--- config.mk ---
export PLATFORM = sky130hd
export DESIGN_NAME = nv_shadow_host
export DESIGN_NICKNAME = d
export VERILOG_FILES = /design/src/hdl/nv_shadow_pkg.sv /design/src/hdl/nv_shadow_host.sv /design/src/hdl/nv_wait_timer.sv
export VERILOG_INCLUDE_DIRS = /design/src /design/src/hdl
export SDC_FILE = /design/constraint.sdc
export NUM_CORES = 1
export LEC_CHECK = 0
export BUFFER_PORTS_ARGS = -buffer_cell sky130_fd_sc_hd__clkbuf_2
export CAP_MARGIN = 20
export CORE_MARGIN = 3
export CORE_UTILIZATION = 52
export CTS_CLUSTER_SIZE = 12
export DETAILED_ROUTE_END_ITERATION = 8
export PLACE_DENSITY = 0.87
export REMOVE_ABC_BUFFERS = 1
export SYNTH_ARGS = -nofsm -noshare
export SYNTH_HDL_FRONTEND = slang
export SYNTH_SLANG_ARGS = --single-unit
--- constraint.sdc ---
create_clock -name mclk -period 2.54 [get_ports mclk]
set_clock_uncertainty 0.05 [all_clocks]
set_input_delay 0.254 -clock mclk [delete_from_list [all_inputs] [get_ports mclk]]
set_output_delay 0.254 -clock mclk [all_outputs]
set_load 0.02 [all_outputs]
--- src/hdl/nv_shadow_cfg.svh ---
// constants for the host-side controller of the nonvolatile shadow sram
// assumes a 200 MHz mclk; all pin timing rounded to whole cycles
`ifndef NV_SHADOW_CFG_SVH
`define NV_SHADOW_CFG_SVH

`define CLK_PERIOD_PS 5000
// pin timing in ns for the slowest speed grade
`define T_CYCLE_NS 45
`define T_PULSE_NS 30
`define T_SETUP_NS 15
// long waits
`define STORE_DURATION_US 10000
`define RECALL_DURATION_US 20
`define POWERUP_RECALL_DURATION_US 550
`define NS_TO_CYC(ns) (((ns) * 1000 + `CLK_PERIOD_PS - 1) / `CLK_PERIOD_PS)
// works in ns so a 10 ms store count stays inside 32-bit integer math
`define US_TO_CYC(us) (((us) * 1000 + (`CLK_PERIOD_PS / 1000) - 1) / (`CLK_PERIOD_PS / 1000))

`define SEQ_ADDR_0 11'h000
`define SEQ_ADDR_1 11'h555
`define SEQ_ADDR_2 11'h2AA
`define SEQ_ADDR_3 11'h7FF
`define SEQ_ADDR_4 11'h0F0
`define SEQ_STORE 11'h70F
`define SEQ_RECALL 11'h70E

`endif

--- src/hdl/nv_shadow_pkg.sv ---
// types shared by the host-side controller files
// assumes the cfg header for all numeric constants
package nv_shadow_pkg;
  typedef enum logic [1:0] {
    op_read = 2'h0,
    op_write = 2'h1,
    op_store = 2'h2,
    op_recall = 2'h3
  } op_t;

  typedef enum logic [4:0] {
    st_idle = 5'b0_0001,
    st_setup = 5'b0_0010,
    st_pulse = 5'b0_0100,
    st_hold = 5'b0_1000,
    st_wait = 5'b1_0000
  } state_t;
endpackage : nv_shadow_pkg

--- src/hdl/nv_shadow_host.sv ---
// host controller driving the nonvolatile shadow sram pins
// assumes the memory sits on the pins below and has no clock of its own
`timescale 1ns/100ps
`include "nv_shadow_cfg.svh"
module nv_shadow_host
  import nv_shadow_pkg::*;
#(
  parameter int unsigned STORE_CYC = `US_TO_CYC(`STORE_DURATION_US),
  parameter int unsigned POWERUP_CYC = `US_TO_CYC(`POWERUP_RECALL_DURATION_US)
) (
  input wire logic mclk,
  input wire logic rst_b,
  // user command port
  input wire logic req_valid,
  input wire nv_shadow_pkg::op_t req_op,
  input wire logic [10:0] req_addr,
  input wire logic [7:0] req_wdata,
  output logic req_ready,
  output logic rsp_valid,
  output logic [7:0] rsp_rdata,
  // supply monitor: high while supply above trigger level
  input wire logic supply_ok,
  // memory pins
  output logic chip_select_n,
  output logic write_strobe_n,
  output logic output_drive_n,
  output logic [10:0] address_lines,
  input wire logic [7:0] data_lines_i,
  output logic [7:0] data_lines_o,
  output logic data_lines_oe
);
  import nv_shadow_pkg::*;

  localparam int unsigned SETUP_CYC = `NS_TO_CYC(`T_SETUP_NS);
  localparam int unsigned PULSE_CYC = `NS_TO_CYC(`T_PULSE_NS);
  localparam int unsigned GAP_CYC = `NS_TO_CYC(`T_CYCLE_NS - `T_PULSE_NS);
  localparam int unsigned RECALL_CYC = `US_TO_CYC(`RECALL_DURATION_US);

  // ------------------------------------------------------------
  // pin synchronisers
  // ------------------------------------------------------------
  logic [7:0] din_s1_q, din_s2_q;
  logic sup_s1_q, sup_s2_q, sup_prev_q;

  always_ff @(posedge mclk or negedge rst_b) begin
    if (!rst_b) begin
      din_s1_q <= 8'h00;
      din_s2_q <= 8'h00;
    end else begin
      din_s1_q <= data_lines_i;
      din_s2_q <= din_s1_q;
    end
  end

  always_ff @(posedge mclk or negedge rst_b) begin
    if (!rst_b) begin
      sup_s1_q <= 1'b0;
      sup_s2_q <= 1'b0;
      sup_prev_q <= 1'b0;
    end else begin
      sup_s1_q <= supply_ok;
      sup_s2_q <= sup_s1_q;
      sup_prev_q <= sup_s2_q;
    end
  end

  // ------------------------------------------------------------
  // sequencer
  // ------------------------------------------------------------
  state_t state_q;
  op_t op_q;
  logic [2:0] step_q;
  logic [10:0] addr_q;
  logic [7:0] wdata_q;
  logic pwr_busy_q;
  logic tmr_load;
  logic [31:0] tmr_count;
  logic tmr_done;
  logic seq_op;
  logic last_step;
  logic [10:0] step_addr;

  assign seq_op = (op_q == op_store) || (op_q == op_recall);
  assign last_step = !seq_op || (step_q == 3'h5);

  // sequence addresses; sixth picks store or recall
  always_comb begin
    unique case (step_q)
      3'h0: step_addr = `SEQ_ADDR_0;
      3'h1: step_addr = `SEQ_ADDR_1;
      3'h2: step_addr = `SEQ_ADDR_2;
      3'h3: step_addr = `SEQ_ADDR_3;
      3'h4: step_addr = `SEQ_ADDR_4;
      default: step_addr = (op_q == op_store) ? `SEQ_STORE : `SEQ_RECALL;
    endcase
  end

  // power-up or low supply: device runs its own recall once supply is back
  always_ff @(posedge mclk or negedge rst_b) begin
    if (!rst_b) begin
      pwr_busy_q <= 1'b1;
    end else if (!sup_s2_q) begin
      pwr_busy_q <= 1'b1;
    end else if (!sup_prev_q) begin
      pwr_busy_q <= 1'b1;
    end else if (pwr_busy_q && tmr_done && state_q == st_wait) begin
      pwr_busy_q <= 1'b0;
    end
  end

  always_comb begin
    tmr_load = 1'b0;
    tmr_count = 32'h0000_0000;
    if (sup_s2_q && !sup_prev_q) begin
      tmr_load = 1'b1;
      tmr_count = POWERUP_CYC;
    end else begin
      unique case (state_q)
        st_idle: begin
          if (req_valid && !pwr_busy_q) begin
            tmr_load = 1'b1;
            tmr_count = SETUP_CYC;
          end
        end
        st_setup: begin
          if (tmr_done) begin
            tmr_load = 1'b1;
            tmr_count = PULSE_CYC;
          end
        end
        st_pulse: begin
          if (tmr_done) begin
            tmr_load = 1'b1;
            tmr_count = GAP_CYC;
          end
        end
        st_hold: begin
          if (tmr_done) begin
            tmr_load = 1'b1;
            if (!last_step) begin
              tmr_count = SETUP_CYC;
            end else if (op_q == op_store) begin
              tmr_count = STORE_CYC;
            end else if (op_q == op_recall) begin
              tmr_count = RECALL_CYC;
            end else begin
              tmr_count = 32'h0000_0001;
            end
          end
        end
        st_wait: ;
      endcase
    end
  end

  nv_wait_timer u_timer (
    .mclk(mclk),
    .rst_b(rst_b),
    .load(tmr_load),
    .count(tmr_count),
    .done(tmr_done)
  );

  // state and request capture
  always_ff @(posedge mclk or negedge rst_b) begin
    if (!rst_b) begin
      state_q <= st_wait;
      op_q <= op_read;
      step_q <= 3'h0;
      addr_q <= 11'h000;
      wdata_q <= 8'h00;
    end else if (!sup_s2_q || (sup_s2_q && !sup_prev_q)) begin
      state_q <= st_wait; // no accesses while the device restores
    end else begin
      unique case (state_q)
        st_idle: begin
          // store is pointless below trigger level; the device blocks it
          if (req_valid && !pwr_busy_q) begin
            state_q <= st_setup;
            op_q <= req_op;
            step_q <= 3'h0;
            addr_q <= req_addr;
            wdata_q <= req_wdata;
          end
        end
        st_setup: if (tmr_done) state_q <= st_pulse;
        st_pulse: if (tmr_done) state_q <= st_hold;
        st_hold: begin
          if (tmr_done) begin
            if (!last_step) begin
              step_q <= step_q + 3'h1; // nothing else interleaves
              state_q <= st_setup;
            end else begin
              state_q <= st_wait;
            end
          end
        end
        st_wait: if (tmr_done && !tmr_load) state_q <= st_idle;
      endcase
    end
  end

  // ------------------------------------------------------------
  // pin drive
  // ------------------------------------------------------------
  always_ff @(posedge mclk or negedge rst_b) begin
    if (!rst_b) begin
      chip_select_n <= 1'b1;
      write_strobe_n <= 1'b1;
      output_drive_n <= 1'b1;
      address_lines <= 11'h000;
      data_lines_o <= 8'h00;
      data_lines_oe <= 1'b0;
    end else begin
      // select pulses only in the pulse phase; address steady around it
      chip_select_n <= !(state_q == st_pulse && sup_s2_q);
      // strobe only in a write pulse, never in a wait
      write_strobe_n <= !(state_q == st_pulse && op_q == op_write);
      output_drive_n <= !((state_q == st_setup || state_q == st_pulse) && op_q == op_read);
      if (state_q == st_setup || state_q == st_pulse || state_q == st_hold) begin
        address_lines <= seq_op ? step_addr : addr_q;
      end
      data_lines_o <= wdata_q;
      // data held through the hold phase past the rising select
      data_lines_oe <= (state_q == st_setup || state_q == st_pulse || state_q == st_hold)
                       && op_q == op_write;
    end
  end

  // ------------------------------------------------------------
  // user answer
  // ------------------------------------------------------------
  always_ff @(posedge mclk or negedge rst_b) begin
    if (!rst_b) begin
      req_ready <= 1'b0;
      rsp_valid <= 1'b0;
      rsp_rdata <= 8'h00;
    end else begin
      req_ready <= (state_q == st_idle) && !pwr_busy_q && !req_valid && sup_s2_q;
      // sample late in the pulse; sync delay is covered by the pulse width
      rsp_valid <= (state_q == st_pulse) && tmr_done && op_q == op_read;
      if (state_q == st_pulse && tmr_done && op_q == op_read) begin
        rsp_rdata <= din_s2_q;
      end
    end
  end
endmodule : nv_shadow_host

--- src/hdl/nv_wait_timer.sv ---
// loadable down-counter used for pin phases and long device busy waits
// assumes a single mclk domain
`timescale 1ns/100ps
module nv_wait_timer (
  input wire logic mclk,
  input wire logic rst_b,
  input wire logic load,
  input wire logic [31:0] count,
  output logic done
);
  logic [31:0] cnt_q;

  always_ff @(posedge mclk or negedge rst_b) begin
    if (!rst_b) begin
      cnt_q <= 32'h0000_0000;
    end else if (load) begin
      cnt_q <= count;
    end else if (cnt_q != 32'h0000_0000) begin
      cnt_q <= cnt_q - 32'h0000_0001;
    end
  end

  // no load term: callers derive load from done, which would close a loop
  assign done = (cnt_q == 32'h0000_0000);
endmodule : nv_wait_timer

==> metrics, run 1 <==
All-Layer GR Usage 29.8%; wire length per cell 22.9 um; initial antenna violation count 0; hpwl dp 8580 um; layout cells sized above 1 41.9%; Int Pwr 3340 uW; Switching Fraction 27.6%; Area after DPL 5950 um2; # DRC 0; initial DRC count 464; arrival time worst endpoint 3220 ps; nets@finish 672; unrepaired setup endpoints after global routing yes; CP startpoint kind flop; ant diodes 0; CP max FO 4; Clock Sinks 114; Starting Density 54.0%; cell area after layout 7390 um2; Cell Rows 35; Yosys reg bits 114; IO buf count 65; IO Count 66; failing checks negative setup slack; CTS H-tree depth 4; Die ar. 10900 um2; setup ws final -263 ps; Root Buffer clkbuf_8; Reg power frac 42.2%; Critical Path Sink Type flop; CTS tree done; Final GP Congestion 0.892; Power Dens Cells 625 nW/um2; Post-synth EDFFs 0; syn_area_per_cell 11.0 um2; Max Buffers Root-to-Sink 2; setup TNS -8350 ps; vias per cell 6.21; Routed Antenna Nets 0; Area Overhead vs Synth 46.7%; Final Hold Viols 0; Synth async-reset ratio 100%; core area 9330 um2; largest net degree at the start of global routing 56; worst-margin pin slew 710 ps; clock slew seen by the registers of the worst setup and hold paths 60 ps; CTS Buf Count 17; worst skew pair latency 540 ps; critical path data required time 2960 ps; synth warn 0; VDD IR max 0.502 mV; Slew headroom 52.6%; Die Y 104 um; fmax 357 MHz; status finished with violations; Pins Over Slew Limit 0; first-pass GRT wire length 25300 um; Switch Pwr 1270 uW; Die W 104 um; max_cap viols 0; Pre-antenna DRT Iters 5; via count 4808; total wire length 17700 um; grt ovf 0; number of global-route vias before repair 4880; Hold Path Class primary input to async pin; Seq/Total Area, Yosys 56.8%; Yosys cell types 57; Crit Path Category flop to flop; top_reg_cell synth dfrtp_1; leakage 0.00341 uW; cells after synthesis 456; Post-Synthesis Cell Area 5040 um2; Final Critical Period 2800 ps; Final Cycle Share 110%; # setup viols final 48; combinational power share 10.5%; Filler cells 474; Clk network pwr share 47.3%
==> critical path, stage by stage (launching register included) <==
cell	delay [ps]
dfrtp_1	380
or4_4	560
or4b_4	540
buf_6	160
or3_4	400
a2111oi_4	220
buf_4	220
a21oi_1	70
nor2_1	130
==> path summary, 6_finish.rpt <==
kind,slack (ps),depth (start not counted),startpoint,endpoint
setup / recovery,-260,8,u_timer.cnt_q[20],u_timer.cnt_q[19]
hold / removal,230,2,rst_b,din_s1_q[4]
setup reg to reg,-260,8,u_timer.cnt_q[20],u_timer.cnt_q[19]
hold reg to reg,300,0,din_s1_q[0],din_s2_q[0]
max in group asynchronous,1460,3,rst_b,chip_select_n
min in group mclk,300,0,din_s1_q[0],din_s2_q[0]
==> metrics by stage <==
stage | std cells | total power (uW) | setup WS [ps] | utilization, % | hold WS (ps)
floorplan | 438 | 2120 | -635 | - | -91.6
global placement | 694 | 2290 | -221 | 63.8 | 227
detailed placement | 694 | 2300 | -273 | 63.8 | 237
CTS | 759 | 4470 | -173 | 74.1 | 219
global route | 774 | 4760 | -351 | 79.2 | 264
finish | 774 | 4610 | -263 | 79.2 | 226
==> layer usage <==
metal	GRT usage (%)	vias to the layer above	wire (um)
li1	-	1998	-
met1	33.1	2348	6000
met2	51.1	343	9000
met3	9.99	119	1480
met4	14.9	0	1230
met5	0	-	0
==> logic make-up (layout without fill, tap and decap cells) <==
logic type,after synthesis,count (layout),synth area share [%]
DFF,114,114,56.8
buffers and inverters,27,216,2.24
AOI/OAI and AO/OA,87,87,11.3
and+or+nand+nor,168,168,17.3
xor gates and xnor gates,22,22,3.83
muxes,31,31,6.91
adders and majority gates,7,7,1.74
==> repair_timing <==
action / in CTS / in global routing
endpoints found under the setup margin: 48 / 48
pin swaps: 13 / 42
gates cloned: 0 / 1
endpoints found under the hold margin: 70 / 0
hold buffers: 32 / 0
gates resized for setup: 24 / 76
buffers inserted: 1 / 17
==> flip-flops by register name (all words and copies together), names as in the netlist, 2 cells and up <==
register       cells
u_timer.cnt_q     32
addr_q            11
address_lines     11
data_lines_o       8
din_s1_q           8
din_s2_q           8
rsp_rdata          8
wdata_q            8
state_q            5
step_q             3
op_q               2
==> layout by cell type, fill, tap and decap left out, types with 5 or more instances in the layout <==
cell type	n
dfrtp_1	109
clkbuf_2	64
buf_4	59
nor2_1	42
dlygate4sd3_1	32
nand2_1	30
mux2_2	22
a21oi_1	18
clkbuf_16	17
buf_6	16
xor2_1	15
o21ai_0	15
nand3_1	13
nor3_1	11
a21oi_2	10
o31ai_1	10
inv_1	9
nand4_1	9
mux2_4	8
nor4_1	7
nor2_4	7
ha_1	7
nor2_2	6
o211ai_1	5
dfstp_2	5
clkinvlp_4	5
==> power by group through the flow <==
stage | Sequential, uW | Combinational, uW | Clock [uW]
after floorplan | 1960 | 160 | 0
after global placement | 1960 | 327 | 0
after detailed placement | 1970 | 333 | 0
after CTS | 1940 | 381 | 2150
after global routing | 1960 | 522 | 2280
final | 1950 | 484 | 2180
==> synthesized netlist by cell type (2+ instances only) <==
cell type | n | share of area, %
nor3b_1 | 2 | 0.30
inv_1 | 9 | 0.67
a21oi_1 | 29 | 2.9
ha_1 | 7 | 1.7
nor4b_1 | 3 | 0.52
o21ai_0 | 20 | 2.0
and3_1 | 4 | 0.50
o31ai_1 | 12 | 1.8
nand3b_1 | 2 | 0.30
buf_2 | 2 | 0.20
nor4_1 | 9 | 1.1
or4_1 | 5 | 0.75
a2111oi_2 | 2 | 0.60
and3b_1 | 2 | 0.35
xnor2_1 | 6 | 1.0
dfstp_2 | 5 | 2.6
dfrtp_1 | 109 | 54
o311ai_0 | 2 | 0.35
o211ai_1 | 5 | 0.75
o22ai_1 | 2 | 0.25
nand3_1 | 13 | 1.3
nand4_1 | 9 | 1.1
a211oi_1 | 2 | 0.30
nor3_1 | 13 | 1.3
nand2_1 | 33 | 2.5
a2111oi_0 | 2 | 0.35
clkbuf_1 | 13 | 0.97
xor2_1 | 16 | 2.8
or3_1 | 5 | 0.62
nor2_1 | 53 | 3.9
mux2_2 | 30 | 6.7
nand4b_1 | 2 | 0.35
nand2b_1 | 2 | 0.25
nor2b_1 | 3 | 0.37
==> cell type report <==
cell class | count | area [um2] | area share (%)
clock buffer | 19 | 432 | 5.84
clock inverter | 13 | 104 | 1.41
inverter | 9 | 33.8 | 0.457
multi-input combinational | 315 | 2450 | 33.2
sequential | 114 | 2860 | 38.7
tap | 129 | 161 | 2.18
timing repair buffer | 175 | 1350 | 18.3
Note: power is estimated with default switching activity, not from simulation.
==> run 2: changes to the inputs <==
--- a/config.mk
+++ b/config.mk
@@ -9,10 +9,11 @@
 export BUFFER_PORTS_ARGS = -buffer_cell sky130_fd_sc_hd__clkbuf_2
 export CAP_MARGIN = 20
 export CORE_MARGIN = 3
-export CORE_UTILIZATION = 52
+export CORE_UTILIZATION = 54
+export CTS_BUF_LIST = sky130_fd_sc_hd__clkbuf_8
 export CTS_CLUSTER_SIZE = 12
 export DETAILED_ROUTE_END_ITERATION = 8
-export PLACE_DENSITY = 0.87
+export PLACE_DENSITY = 0.89
 export REMOVE_ABC_BUFFERS = 1
 export SYNTH_ARGS = -nofsm -noshare
 export SYNTH_HDL_FRONTEND = slang
==> metrics, run 2 (synthesis gave the netlist of run 1 again) <==
reg2reg path depth 7 (-1); Largest regs u_timer.cnt_q x32, addr_q x11, address_lines x11; number of global-route vias before repair 4887 (+0.14%); Critical Path Sink Type flop; Root Buffer clkbuf_8; Switch Pwr 1220 uW (-4.4%); # setup viols final 50 (+4.2%); Reg power frac 44.6% (+2.4 points); total wire length 19100 um (+7.9%); hpwl dp 9120 um (+6.3%); Largest register FFs 32 (unchanged); Switching Fraction 27.7% (+0.17 points); CTS H-tree depth 4 (unchanged); Setup crit start u_timer.cnt_q[20]; Die ar. 10500 um2 (-3.5%); grt met2 use 56.6% (+5.5 points); grt ovf 0 (unchanged); Cell Rows 34 (-2.9%); crit path cell chain or4_4, or4b_4, or4_4, buf_6, o31ai_4, a31oi_1, o22ai_1; critical path data required time 2840 ps (-120 ps); leakage 0.00333 uW (-2.6%); GR Util met3 8.19% (-1.8 points); WP depth 7 (-1); via count 5050 (+5.0%); clock slew seen by the registers of the worst setup and hold paths 100 ps (+40 ps); Setup WS pre-CTS -258 ps (+15.4 ps); met1 Use GR 34.9% (+1.9 points); initial DRC count 500 (+7.8%); Area Overhead vs Synth 42.0%; All-Layer GR Usage 32.3% (+2.5 points); Slew headroom 39.2% (-13 points); CP max stage delay 570 ps (about the same); Routed Antenna Nets 0 (unchanged); Top Usage Layer GRT met2; final std cells w/o fill 735 (-5.0%); VDD IR max 0.563 mV (+12%); layout cells sized above 1 42.1% (+0.24 points); Pre-antenna DRT Iters 7 (+2); nets@finish 655 (-2.5%); CP max FO 5 (+1); Pins Over Slew Limit 0 (unchanged); status finished with violations; Die Y 103 um (-1.8%); commonest non-fill, non-tap cell in the layout dfrtp_1; wire length per cell 26.0 um (+14%); initial antenna violation count 0 (unchanged); # DRC 0 (unchanged); ant diodes 0 (unchanged); setup TNS -12220 ps (-3870 ps); Top reg by flops u_timer.cnt_q; first-pass GRT wire length 25400 um (+0.44%); core area 8890 um2 (-4.7%); vias per cell 6.87 (+11%); Hold Path Class primary input to flop; Crit-path slowest cell or4_4; Final GP Congestion 0.971 (+8.8%); CTS tree done; worst-margin pin slew 911 ps (+201 ps); failing checks negative setup slack; unrepaired setup endpoints after global routing yes; worst path bufs/invs 1 (-1); Final Critical Period 2950 ps (+143 ps); Max Buffers Root-to-Sink 2 (unchanged); Crit Path Category flop to flop; max_cap viols 0 (unchanged); Die W 103 um (-1.8%); hold path cells 2; combinational power share 11.4% (+0.9 points); Clk network pwr share 44.0% (-3.3 points); reg2reg start u_timer.cnt_q[20]; Int Pwr 3170 uW (-5.2%); CTS Buf Count 17 (unchanged); Final Hold Viols 0 (unchanged); worst skew pair latency 460 ps (-80 ps); CP startpoint kind flop; most frequent cells in the layout 109 x dfrtp_1, 64 x clkbuf_2, 47 x nor2_1, 46 x buf_4, 29 x nand2_1; arrival time worst endpoint 3240 ps (+20 ps); largest net degree at the start of global routing 82 (+46%); IO Count 66 (unchanged); IO buf count 65 (unchanged); min-delay src req_addr[2]; Clock Sinks 114 (unchanged); most frequent CP cell or4_4; Starting Density 56.7% (+2.7 points); Final Cycle Share 116% (+5.6 points); setup ws final -405 ps (-143 ps); crit-path leading delay family simple AND/OR/NAND/NOR gates; fmax 340 MHz (-4.8%); Power Dens Cells 613 nW/um2 (-1.8%); placed insts 669 (-3.6%)
run 2: changes by cell type in the layout (fill, tap and decap cells not counted), sizes merged, moves of 2 or more:
cell and delta:
buf -8, bufinv +4, dlygate4sd3 -9, clkinv -2
run 2: layout make-up:
type | instances | area [um2]
flip-flops and latches | 114 | 2860
multi-input cells | 315 | 2470
fillers | 439 | 1740
repair buffers | 158 | 1230
clock buffers | 18 | 248
clock inverters | 13 | 185
well taps | 108 | 135
inverters | 9 | 33.8
run 2: timing repair:
item / in CTS / in global routing
pin swaps: 28 / 29
setup buffers: 4 / 9
gates cloned: 0 / 1
gates resized for setup: 51 / 63
endpoints found under the hold margin: 51 / 2
hold buffers: 21 / 2
setup endpoints to repair: 49 / 49
run 2: layer usage:
layer / part of all wire [%] / wire (um) / vias to the layer above
li1: - / - / 1965
met1: 32 / 6110 / 2395
met2: 49 / 9310 / 499
met3: 9.8 / 1870 / 191
met4: 9.5 / 1820 / 0
met5: 0 / 0 / -
run 2: final timing paths:
kind	to	slack (ps)
max reg2reg	u_timer.cnt_q[5]	-410
max	u_timer.cnt_q[5]	-410
min in group asynchronous	rsp_rdata[6]	250
max in group asynchronous	output_drive_n	1370
min	addr_q[2]	2
min reg2reg	din_s2_q[7]	310
run 2: metrics by stage:
step | power, uW | hold WS, ps | instance area (um2) | util, %
after floorplan | 2120 | -91.6 | 4960 | -
after global placement | 2260 | 172 | 5890 | 66.3
after detailed placement | 2280 | 186 | 5890 | 66.3
after CTS | 4150 | 2.70 | 6760 | 76.1
after global routing | 4470 | -1.60 | 7150 | 80.5
final | 4390 | 1.67 | 7150 | 80.5
run 2: power by group through the flow:
stage	clock, uW	combinational [uW]	sequential, uW
after floorplan	0	160	1960
after global placement	0	296	1970
after detailed placement	0	313	1970
after CTS	1860	358	1940
after global routing	2000	514	1950
final	1930	500	1960
